$ cat config.mk
export PLATFORM = sky130hd
export DESIGN_NAME = interrupt_vector_priority_logic
export DESIGN_NICKNAME = d
export VERILOG_FILES = /design/src/design/interrupt_vector_priority_logic.v
export VERILOG_INCLUDE_DIRS = /design/src /design/src/design
export SDC_FILE = /design/constraint.sdc
export NUM_CORES = 1
export LEC_CHECK = 0
export BUFFER_PORTS_ARGS = -buffer_cell sky130_fd_sc_hd__buf_4
export CORE_ASPECT_RATIO = 1.75
export CORE_UTILIZATION = 46
export DETAILED_ROUTE_END_ITERATION = 6
export GPL_TIMING_DRIVEN = 1
export PLACE_DENSITY = 0.83
export SETUP_SLACK_MARGIN = 0.15
export SYNTH_ARGS = -nofsm -noshare
export SYNTH_HDL_FRONTEND = slang
export SYNTH_SLANG_ARGS = --single-unit
$ cat constraint.sdc
create_clock -name core_clk_in -period 0.8 [get_ports core_clk_in]
set_clock_uncertainty 0.15 [all_clocks]
set_input_delay 0.12 -clock core_clk_in [delete_from_list [all_inputs] [get_ports core_clk_in]]
set_output_delay 0.12 -clock core_clk_in [all_outputs]
set_load 0.005 [all_outputs]
$ cat src/design/irq_vector_defines.vh
// constants for the interrupt vector and priority logic
`ifndef IRQ_VECTOR_DEFINES_VH
`define IRQ_VECTOR_DEFINES_VH

// ==========================================================
// sizes
`define ADDR_W 24
`define NUM_MASKABLE 36
`define NUM_FIXED 6
`define LEVEL_FIXED 2'h3
`define LEVEL_MAX_PROG 2'h2

// ==========================================================
// level-3 vector offsets
`define OFS_HW_RESET 8'h00
`define OFS_STACK_ERR 8'h02
`define OFS_ILLEGAL 8'h04
`define OFS_DEBUG 8'h06
`define OFS_TRAP 8'h08
`define OFS_NMI 8'h0a

// ==========================================================
// maskable vector offsets (group bases, two-word spacing)
`define OFS_EXT_BASE 8'h10
`define OFS_DMA_BASE 8'h18
`define OFS_TIMER_BASE 8'h24
`define OFS_SSP0_BASE 8'h30
`define OFS_SSP1_BASE 8'h40
`define OFS_ASP_BASE 8'h50
`define OFS_HOST_RX_FULL 8'h60
`define OFS_HOST_TX_EMPTY 8'h62
`define OFS_HOST_CMD 8'h64
`define OFS_STEP 8'h02

// ==========================================================
// priority index of the first source of each maskable group
`define IDX_EXT 6'h00
`define IDX_DMA 6'h04
`define IDX_HOST 6'h0a
`define IDX_SSP0 6'h0d
`define IDX_SSP1 6'h13
`define IDX_ASP 6'h19
`define IDX_TIMER 6'h1e

// ==========================================================
// reset values
`define VECTOR_RESET 24'h000000
`define SOURCE_RESET 6'h00
`define LEVEL_RESET 2'h0

`endif

$ cat src/design/interrupt_vector_priority_logic.v
// interrupt arbitration and vector address generation for the core
`timescale 1ns/1ps
`default_nettype none
`include "irq_vector_defines.vh"

// Operation
// - vector is base plus per-source offset
// - six level-3 sources at offsets 0x00-0x0a
// - level-3 unmaskable, others maskable levels 0-2
// - level-3 order reset down to nmi
// - external a-d first, then dma 0-5
// - host command, transmit empty, receive full
// - serial port 0 fixed internal order
// - serial port 1 directly below port 0
// - async port then timers, timer2 compare last
// - serial port 0 offsets 0x30-0x3a
// - serial port 1 offsets 0x40-0x4a
// - async port offsets 0x50-0x58
module interrupt_vector_priority_logic (
  // clock and reset
  input wire core_clk_in,
  input wire rstn_in,
  // vector base from the core
  input wire [`ADDR_W-1:0] vector_base_address_in,
  // level-3 requests
  input wire hw_reset_req_in,
  input wire stack_error_req_in,
  input wire illegal_instr_req_in,
  input wire debug_req_in,
  input wire trap_req_in,
  input wire nmi_req_in,
  // external request pins, active high after pin logic
  input wire external_request_a_in,
  input wire external_request_b_in,
  input wire external_request_c_in,
  input wire external_request_d_in,
  // dma channels, bit n is channel n
  input wire [5:0] dma_req_in,
  // host port
  input wire host_cmd_req_in,
  input wire host_tx_empty_req_in,
  input wire host_rx_full_req_in,
  // serial ports: bit0 rx, 1 rx exc, 2 rx last, 3 tx, 4 tx exc, 5 tx last
  input wire [5:0] sync_serial_port_0_req_in,
  input wire [5:0] sync_serial_port_1_req_in,
  // async port: bit0 rx, 1 rx exc, 2 tx, 3 idle, 4 timer
  input wire [4:0] async_serial_port_req_in,
  // timers: bit 2n compare n, bit 2n+1 overflow n
  input wire [5:0] timer_req_in,
  // mask and level per maskable source, by priority index
  input wire [`NUM_MASKABLE-1:0] source_enable_in,
  input wire [2*`NUM_MASKABLE-1:0] interrupt_priority_level_in,
  // winning request to the core sequencer
  output reg irq_valid_out,
  output reg [`ADDR_W-1:0] irq_vector_out,
  output reg [1:0] irq_level_out,
  output reg irq_fixed_out,
  output reg [5:0] irq_source_out
);

  // ==========================================================
  // helpers

  // all arbitration settles within one cycle;
  // the single output register is the only latency
  // lowest set index wins; bit 6 flags a hit
  function [6:0] first_set;
    input [`NUM_MASKABLE-1:0] v;
    integer i;
    begin
      first_set = 7'h00;
      // scan high to low so the lowest index hit is kept last
      for (i = `NUM_MASKABLE - 1; i >= 0; i = i - 1) begin
        if (v[i]) begin
          first_set = {1'b1, i[5:0]};
        end
      end
    end
  endfunction

  // step n slots of two words from a group base
  function [7:0] slot;
    input [7:0] base;
    input [2:0] n;
    begin
      // stays within eight bits, no group reaches past 0x0a from its base
      slot = base + ({5'h00, n} << 1);
    end
  endfunction

  // offset of a maskable source by priority index;
  // reserved offsets are never produced
  // (0x0c, 0x0e, 0x3c, 0x3e, 0x4c, 0x4e, 0x5a to 0x5e, 0x66 and up);
  // rank order and offset order differ inside most groups
  function [7:0] maskable_offset;
    input [5:0] idx;
    begin
      case (idx)
        6'h00: maskable_offset = slot(`OFS_EXT_BASE, 3'h0);
        6'h01: maskable_offset = slot(`OFS_EXT_BASE, 3'h1);
        6'h02: maskable_offset = slot(`OFS_EXT_BASE, 3'h2);
        6'h03: maskable_offset = slot(`OFS_EXT_BASE, 3'h3);
        6'h04: maskable_offset = slot(`OFS_DMA_BASE, 3'h0);
        6'h05: maskable_offset = slot(`OFS_DMA_BASE, 3'h1);
        6'h06: maskable_offset = slot(`OFS_DMA_BASE, 3'h2);
        6'h07: maskable_offset = slot(`OFS_DMA_BASE, 3'h3);
        6'h08: maskable_offset = slot(`OFS_DMA_BASE, 3'h4);
        6'h09: maskable_offset = slot(`OFS_DMA_BASE, 3'h5);
        6'h0a: maskable_offset = `OFS_HOST_CMD;
        6'h0b: maskable_offset = `OFS_HOST_TX_EMPTY;
        6'h0c: maskable_offset = `OFS_HOST_RX_FULL;
        // serial port 0 in rank order
        6'h0d: maskable_offset = slot(`OFS_SSP0_BASE, 3'h1);
        6'h0e: maskable_offset = slot(`OFS_SSP0_BASE, 3'h0);
        6'h0f: maskable_offset = slot(`OFS_SSP0_BASE, 3'h2);
        6'h10: maskable_offset = slot(`OFS_SSP0_BASE, 3'h4);
        6'h11: maskable_offset = slot(`OFS_SSP0_BASE, 3'h5);
        6'h12: maskable_offset = slot(`OFS_SSP0_BASE, 3'h3);
        6'h13: maskable_offset = slot(`OFS_SSP1_BASE, 3'h1);
        6'h14: maskable_offset = slot(`OFS_SSP1_BASE, 3'h0);
        6'h15: maskable_offset = slot(`OFS_SSP1_BASE, 3'h2);
        6'h16: maskable_offset = slot(`OFS_SSP1_BASE, 3'h4);
        6'h17: maskable_offset = slot(`OFS_SSP1_BASE, 3'h5);
        6'h18: maskable_offset = slot(`OFS_SSP1_BASE, 3'h3);
        6'h19: maskable_offset = slot(`OFS_ASP_BASE, 3'h1);
        6'h1a: maskable_offset = slot(`OFS_ASP_BASE, 3'h0);
        6'h1b: maskable_offset = slot(`OFS_ASP_BASE, 3'h2);
        6'h1c: maskable_offset = slot(`OFS_ASP_BASE, 3'h3);
        6'h1d: maskable_offset = slot(`OFS_ASP_BASE, 3'h4);
        6'h1e: maskable_offset = slot(`OFS_TIMER_BASE, 3'h1);
        6'h1f: maskable_offset = slot(`OFS_TIMER_BASE, 3'h0);
        6'h20: maskable_offset = slot(`OFS_TIMER_BASE, 3'h3);
        6'h21: maskable_offset = slot(`OFS_TIMER_BASE, 3'h2);
        6'h22: maskable_offset = slot(`OFS_TIMER_BASE, 3'h5);
        6'h23: maskable_offset = slot(`OFS_TIMER_BASE, 3'h4);
        default: maskable_offset = `OFS_HW_RESET;
      endcase
    end
  endfunction

  // fixed sources need no mask and no level input
  // offset of a level-3 source by rank
  function [7:0] fixed_offset;
    input [5:0] idx;
    begin
      case (idx)
        6'h00: fixed_offset = `OFS_HW_RESET;
        6'h01: fixed_offset = `OFS_STACK_ERR;
        6'h02: fixed_offset = `OFS_ILLEGAL;
        6'h03: fixed_offset = `OFS_DEBUG;
        6'h04: fixed_offset = `OFS_TRAP;
        default: fixed_offset = `OFS_NMI;
      endcase
    end
  endfunction

  // ==========================================================
  // request vectors in priority order, index 0 highest

  // pin and port bit orders are remapped once into rank order;
  // everything below works on the rank index only
  wire [`NUM_FIXED-1:0] fixed_req;
  wire [`NUM_MASKABLE-1:0] maskable_req;

  assign fixed_req = {nmi_req_in, trap_req_in, debug_req_in,
                      illegal_instr_req_in, stack_error_req_in, hw_reset_req_in};

  // external pins then dma in channel order
  // host command, tx empty, rx full
  // port 0: rx exc, rx, rx last, tx exc, tx last, tx
  // port 1 in the same order below port 0
  // async port then timers, overflow first
  assign maskable_req = {
    timer_req_in[4], timer_req_in[5], timer_req_in[2], timer_req_in[3],
    timer_req_in[0], timer_req_in[1],
    async_serial_port_req_in[4], async_serial_port_req_in[3],
    async_serial_port_req_in[2], async_serial_port_req_in[0],
    async_serial_port_req_in[1],
    sync_serial_port_1_req_in[3], sync_serial_port_1_req_in[5],
    sync_serial_port_1_req_in[4], sync_serial_port_1_req_in[2],
    sync_serial_port_1_req_in[0], sync_serial_port_1_req_in[1],
    sync_serial_port_0_req_in[3], sync_serial_port_0_req_in[5],
    sync_serial_port_0_req_in[4], sync_serial_port_0_req_in[2],
    sync_serial_port_0_req_in[0], sync_serial_port_0_req_in[1],
    host_rx_full_req_in, host_tx_empty_req_in, host_cmd_req_in,
    dma_req_in,
    external_request_d_in, external_request_c_in,
    external_request_b_in, external_request_a_in};

  // ==========================================================
  // split enabled maskable requests by level

  // one row per level, rank order kept
  reg [`NUM_MASKABLE-1:0] at_level0;
  reg [`NUM_MASKABLE-1:0] at_level1;
  reg [`NUM_MASKABLE-1:0] at_level2;
  integer k;

  // dropping code 3 quietly is cheaper than an error flag
  // mask gates only maskable sources; code 3 is not a valid
  // programmed level, so such a source never competes
  always @* begin
    at_level0 = {`NUM_MASKABLE{1'b0}};
    at_level1 = {`NUM_MASKABLE{1'b0}};
    at_level2 = {`NUM_MASKABLE{1'b0}};
    for (k = 0; k < `NUM_MASKABLE; k = k + 1) begin
      if (maskable_req[k] && source_enable_in[k]) begin
        case (interrupt_priority_level_in[2*k +: 2])
          2'h0: at_level0[k] = 1'b1;
          2'h1: at_level1[k] = 1'b1;
          2'h2: at_level2[k] = 1'b1;
          default: at_level2[k] = 1'b0;
        endcase
      end
    end
  end

  // ==========================================================
  // arbitration

  // four parallel encoders, then a short chain over the levels;
  // trades some area for a shallow path
  // bit 6 of each winner flags a hit, bits 5:0 give the rank
  wire [6:0] win_fixed;
  wire [6:0] win_l2;
  wire [6:0] win_l1;
  wire [6:0] win_l0;

  assign win_fixed = first_set({{(`NUM_MASKABLE-`NUM_FIXED){1'b0}}, fixed_req});
  assign win_l2 = first_set(at_level2);
  assign win_l1 = first_set(at_level1);
  assign win_l0 = first_set(at_level0);

  // next values of the output flops
  reg next_valid;
  reg next_fixed;
  reg [1:0] next_level;
  reg [5:0] next_source;
  reg [7:0] next_offset;

  // level 3 beats any programmed level;
  // the defaults describe the idle case: base plus zero, source 0
  // highest level with a request wins
  always @* begin
    next_valid = 1'b1;
    next_fixed = 1'b0;
    next_level = `LEVEL_RESET;
    next_source = `SOURCE_RESET;
    next_offset = `OFS_HW_RESET;
    if (win_fixed[6]) begin
      next_fixed = 1'b1;
      next_level = `LEVEL_FIXED;
      next_source = win_fixed[5:0];
      next_offset = fixed_offset(win_fixed[5:0]);
    end else if (win_l2[6]) begin
      next_level = 2'h2;
      next_source = win_l2[5:0];
      next_offset = maskable_offset(win_l2[5:0]);
    end else if (win_l1[6]) begin
      next_level = 2'h1;
      next_source = win_l1[5:0];
      next_offset = maskable_offset(win_l1[5:0]);
    end else if (win_l0[6]) begin
      next_source = win_l0[5:0];
      next_offset = maskable_offset(win_l0[5:0]);
    end else begin
      next_valid = 1'b0;
    end
  end

  // ==========================================================
  // registered outputs, one cycle behind the requests

  // no acknowledge exists: a request shows while its source holds it,
  // so the core must qualify the vector with valid;
  // a base change takes effect one cycle later, like the requests
  // vector = base plus offset, wraps within the address width
  always @(posedge core_clk_in or negedge rstn_in) begin
    if (!rstn_in) begin
      irq_valid_out <= 1'b0;
      irq_vector_out <= `VECTOR_RESET;
      irq_level_out <= `LEVEL_RESET;
      irq_fixed_out <= 1'b0;
      irq_source_out <= `SOURCE_RESET;
    end else begin
      irq_valid_out <= next_valid;
      irq_vector_out <= vector_base_address_in + {16'h0000, next_offset};
      irq_level_out <= next_level;
      irq_fixed_out <= next_fixed;
      irq_source_out <= next_source;
    end
  end

endmodule // interrupt_vector_priority_logic
`default_nettype wire

==> summary.txt, run 1 <==
Logic synthesis
  – EDFF count, synth: 0
  – Post-Synthesis Cells: around 690
  – Syn Std Cell Area: 5510 sq um
  – Number of synthesis warnings: 0
  – Syn Nets: 893
  – Synth Register Bits: 34
  – Syn avg cell area: around 8 sq um
  – Async S/R FF share, synth: 100%
  – Synth top area cells: dfrtp_1, nand4b_1, ha_1
  – Top cell type's share of synthesized area: 15.4%
  – Synth cell types: just over 80
  – Top FF cell, synth: dfrtp_1
  – Sequential area share after synthesis: 15.4%
  – Synth area leader: dfrtp_1

GRT
  – GRT Util Overall: 84.8%
  – Vias in the first global route: 13100
  – Gr ovfl total: 302
  – Largest net degree at the start of global routing: 35
  – First-pass GRT wire length: 82600 microns

CTS
  – Max clock buf depth: 2
  – CTS H-Tree Depth: 2
  – Clock sink count: 34
  – Root buffer cell: clkbuf_16
  – CTS Buf Count: 5

Floorplan
  – Chip Width: 84.7 microns
  – Initial core utilization: 47.3%
  – Io pins: 210
  – Row count: 52
  – Height of the die: 147 microns

Run status
  – Run status: stopped before the end
  – First error: [ERROR GRT-0116] Global routing finished with congestion. Check the congestion regions in the DRC Viewer.
  – Fail Step: global routing

Place
  – Dpl ws: -4.57 ns
  – Gpl congestion: 1.11
  – Port Buffer Count: 209
  – DP Wirelength: 23300 microns
## metrics by stage
step	instances	area [sq um]
floorplan	689	5740
global placement	1352	9890
detailed placement	1352	9890
CTS	1398	11200
## layer usage
metal	GRT usage, %	GRT overflow
met4	98.6	93
met3	67.4	3
met1	79.2	3
met2	104	203
met5	16.5	0
## synthesized netlist by cell type, types with 9 or more instances
master	count
nand4b_1	59
nor2_1	52
nand2_1	48
a21oi_1	40
dfrtp_1	34
o21ai_0	34
and4b_1	31
ha_1	27
inv_1	27
nor4bb_1	26
nand3_1	20
nand4_1	19
nor3_1	18
o211ai_1	15
xnor2_1	13
a211oi_1	12
a31oi_1	11
nand2b_1	10
nand4bb_1	9
nor4_1	9
## logic make-up after synthesis
logic type	Yosys count	share of synthesized area [%]
and+or+nand+nor	372	47.2
buffers and inverters	39	2.84
AOI/OAI and AO/OA	190	23.7
adders and majority gates	28	6.49
xor gates and xnor gates	19	3.02
muxes	7	1.29
DFF	34	15.4
## what timing repair did
item	CTS
endpoints found under the hold margin	50
endpoints found under the setup margin	67
resized for setup	204
buffers inserted	38
cloned	0
pin swaps	74
==> run 2, diff against run 1 <==
--- a/config.mk
+++ b/config.mk
@@ -7,12 +7,10 @@
 export NUM_CORES = 1
 export LEC_CHECK = 0
 export BUFFER_PORTS_ARGS = -buffer_cell sky130_fd_sc_hd__buf_4
-export CORE_ASPECT_RATIO = 1.75
-export CORE_UTILIZATION = 46
+export CORE_UTILIZATION = 35
 export DETAILED_ROUTE_END_ITERATION = 6
 export GPL_TIMING_DRIVEN = 1
-export PLACE_DENSITY = 0.83
-export SETUP_SLACK_MARGIN = 0.15
+export PLACE_DENSITY_LB_ADDON = 0.15
 export SYNTH_ARGS = -nofsm -noshare
 export SYNTH_HDL_FRONTEND = slang
 export SYNTH_SLANG_ARGS = --single-unit
==> constraint.sdc (replaced) <==
create_clock -name core_clk_in -period 1 [get_ports core_clk_in]
set_clock_uncertainty 0.15 [all_clocks]
set_input_delay 0.15 -clock core_clk_in [delete_from_list [all_inputs] [get_ports core_clk_in]]
set_output_delay 0.15 -clock core_clk_in [all_outputs]
set_load 0.005 [all_outputs]
==> run 2 against run 1 <==
  * Synthesized area unchanged
  * The flow now finishes, with violations (negative hold slack, negative setup slack)
  * Synthesized cell count unchanged
==> summary.txt, run 2 <==
GRT
  – GRT Util Overall: 29.6%
  – Initial antenna violation count: 0
  – First-pass GRT wire length: 38900 microns
  – Largest net degree at the start of global routing: 35
  – Vias in the first global route: 8086
  – Gr ovfl total: 0

Detailed routing
  – Routed WL: 25500 microns
  – Pre-Repair DR Iteration Count: 5
  – Via count: 8141
  – Post-DRT Antenna Nets: 0
  – Via-per-instance ratio: 5.64
  – Drt initial violations: approximately 550
  – Routed length per instance: 17.7 microns
  – Drc violations: 0

Logic synthesis
  – Synth Register Bits: 34 (unchanged)
  – Sequential area share after synthesis: 15.4% (unchanged)
  – Number of synthesis warnings: 0 (unchanged)
  – Syn Std Cell Area: 5510 sq um (unchanged)
  – Top FF cell, synth: dfrtp_1
  – Async S/R FF share, synth: 100% (unchanged)
  – EDFF count, synth: 0 (unchanged)
  – Post-Synthesis Cells: 689 (unchanged)
  – List of most frequent post-synthesis cells: nand4b_1, nor2_1, nand2_1
  – Top cell type's share of synthesized area: 15.4% (unchanged)
  – Syn Nets: 893 (unchanged)
  – Most frequent cell after synthesis: nand4b_1
  – Synth cell types: 82 (unchanged)
  – Syn avg cell area: 8.00 sq um (unchanged)
  – Synth top area cells: dfrtp_1, nand4b_1, ha_1
  – Synth area leader: dfrtp_1

Finish
  – Max FFs per register: 24
  – Post-layout util: 73.8%
  – Biggest registers after layout: irq_vector_out: 24 flops, irq_source_out: 6 flops, irq_level_out: 2 flops
  – # diodes: 0
  – Share of cells above drive strength 1: 58.5%
  – Most frequent cells in the layout: buf_4, buf_6, nand4b_1, nand2_1, nor2_1
  – Nets@finish: around 1400
  – Area grow syn2layout: 104%
  – Most common cell after layout, fill and taps aside: buf_4
  – Biggest register: irq_vector_out

STA
  – Final WS setup: -3.76 ns
  – Final setup viols: between 60 and 70
  – Slew Limit Fails: 0
  – Final worst-path cycle share: 476%
  – Max-slew headroom: a little under 60%
  – WHS: -0.0148 ns
  – Hold Vio Cnt, Final: 2
  – Max Freq: roughly 0.21 GHz
  – Final Critical Period: about 4.8 ns
  – RSZ-0062 raised after global routing: true
  – Worst-margin pin slew: 0.620 ns

Power
  – Cell Pwr Density: 865 nW/um^2
  – Max VDD drop: 0.845 mV
  – P_leak: 5.41 nW

CTS
  – CTS Buf Count: 5 (unchanged)
  – CTS tree: built
  – # hold bufs at CTS: 5
  – Max clock buf depth: 2 (unchanged)
  – CTS H-Tree Depth: 2 (unchanged)
  – Clock sink count: 34 (unchanged)
  – Root buffer cell: clkbuf_16
  – Clk pin slew, worst setup/hold paths: 0.06 ns

Floorplan
  – Height of the die: 127 microns (-13%)
  – Chip Width: 127 microns (+50%)
  – Io pins: 210 (unchanged)
  – Initial core utilization: 36.1% (-11 points)
  – Placeable Area: 15300 sq um
  – Row count: 45 (-13%)
  – Die area: approximately 16000 sq um

Critical path
  – Worst Setup EP: irq_vector_out[19]$_DFF_PN0_
  – Critical Path Sink Type: flip-flop
  – Crit path required time: ~1 ns
  – Slowest cell delay on critical path: ~0.37 ns
  – Buf/Inv on CP: 5
  – Critical Path Stages: 26
  – Kind of critical path: in -> reg
  – Startpoint Class: primary input
  – Crit-path max FO: 3
  – Arrival @ worst endpoint: about 4.8 ns
  – Crit path max-delay family: compound AO/OA/AOI/OAI gates
  – CP startpoint: interrupt_priority_level_in[64]
  – Slowest CP cell: a311o_1

Place
  – Port Buffer Count: 209 (unchanged)
  – Gpl congestion: 0.921 (-17%)
  – Dpl ws: -4.15 ns (+0.420 ns)
  – DP Wirelength: 19400 microns (-17%)

Hold path
  – Worst Min Path Start: vector_base_address_in[13]
  – Min-delay worst type: in -> reg

Run status
  – Violated checks: negative hold slack, negative setup slack
  – Run status: finished, violations left

Run
  – # Max-Cap Violations: 0
## run 2: cell counts after synthesis
No cell type changed its count.
## run 2: final cells by class
class	count	area, sq um
clock buffers	5	125
flip-flops and latches	34	851
well taps	211	264
fillers	1133	3990
repair buffers	545	4430
multi-input cells	616	5400
inverters	30	123
clock inverters	3	68.8
## run 2: how the worst min path moves through the flow
stage	end	slack [ns]	depth (start not counted)
final	irq_vector_out[13]$_DFF_PN0_	-0.01	3
after global routing	irq_vector_out[13]$_DFF_PN0_	-0.001	3
after CTS	irq_vector_out[1]$_DFF_PN0_	-0.01	2
after detailed placement	irq_source_out[0]$_DFF_PN0_	-0.04	1
after global placement	irq_source_out[2]$_DFF_PN0_	-0.04	1
after floorplan	irq_fixed_out$_DFF_PN0_	-0.30	0
## run 2: repair_timing
| item | in CTS | in global routing |
|---|---|---|
| hold endpoints to repair | 42 | 1 |
| pin swaps | 56 | 46 |
| gates resized for setup | 149 | 86 |
| setup buffers | 30 | 9 |
| endpoints found under the setup margin | 67 | 67 |
## run 2: worst min-delay path: cells and delay by family
| family | cells | cell delay, ns |
|---|---|---|
| buffers and inverters | 2 | 0.17 |
| XOR/XNOR | 1 | 0.05 |
## run 2: cell families after synthesis
group / synth area share (%)
xor+xnor: 3.02
buf+inv: 2.84
fa+ha+maj: 6.49
flops: 15.4
mux: 1.29
compound gates: 23.7
simple gates: 47.2
## run 2: power breakdown
group	switching, mW	internal [mW]
clock	0.590	1.43
combinational	2.88	3.34
sequential	0.0466	1.46
total	3.52	6.23
## run 2: metrics by stage
stage / instance area, sq um / std cells / power (mW) / setup TNS [ns]
4_1_cts: 10800 / 1439 / 9.25 / -87.12
2_1_floorplan: 5740 / 689 / 3.83 / -77.33
6_report: 11300 / 1444 / 9.75 / -92.58
5_1_grt: 11300 / 1444 / 10.3 / -97.77
3_5_place_dp: 9790 / 1402 / 6.71 / -102.35
3_3_place_gp: 9790 / 1402 / 6.68 / -100.94
## run 2: per-layer routing
layer	track usage [%]	vias to the layer above	part of all wire (%)
met4	10.4	0	3.5
met3	2.72	73	5.8
met1	35.3	3815	40
met5	0	-	0
met2	55.1	364	50
li1	-	3889	-
No activity file was read; power rests on OpenSTA's default activity.
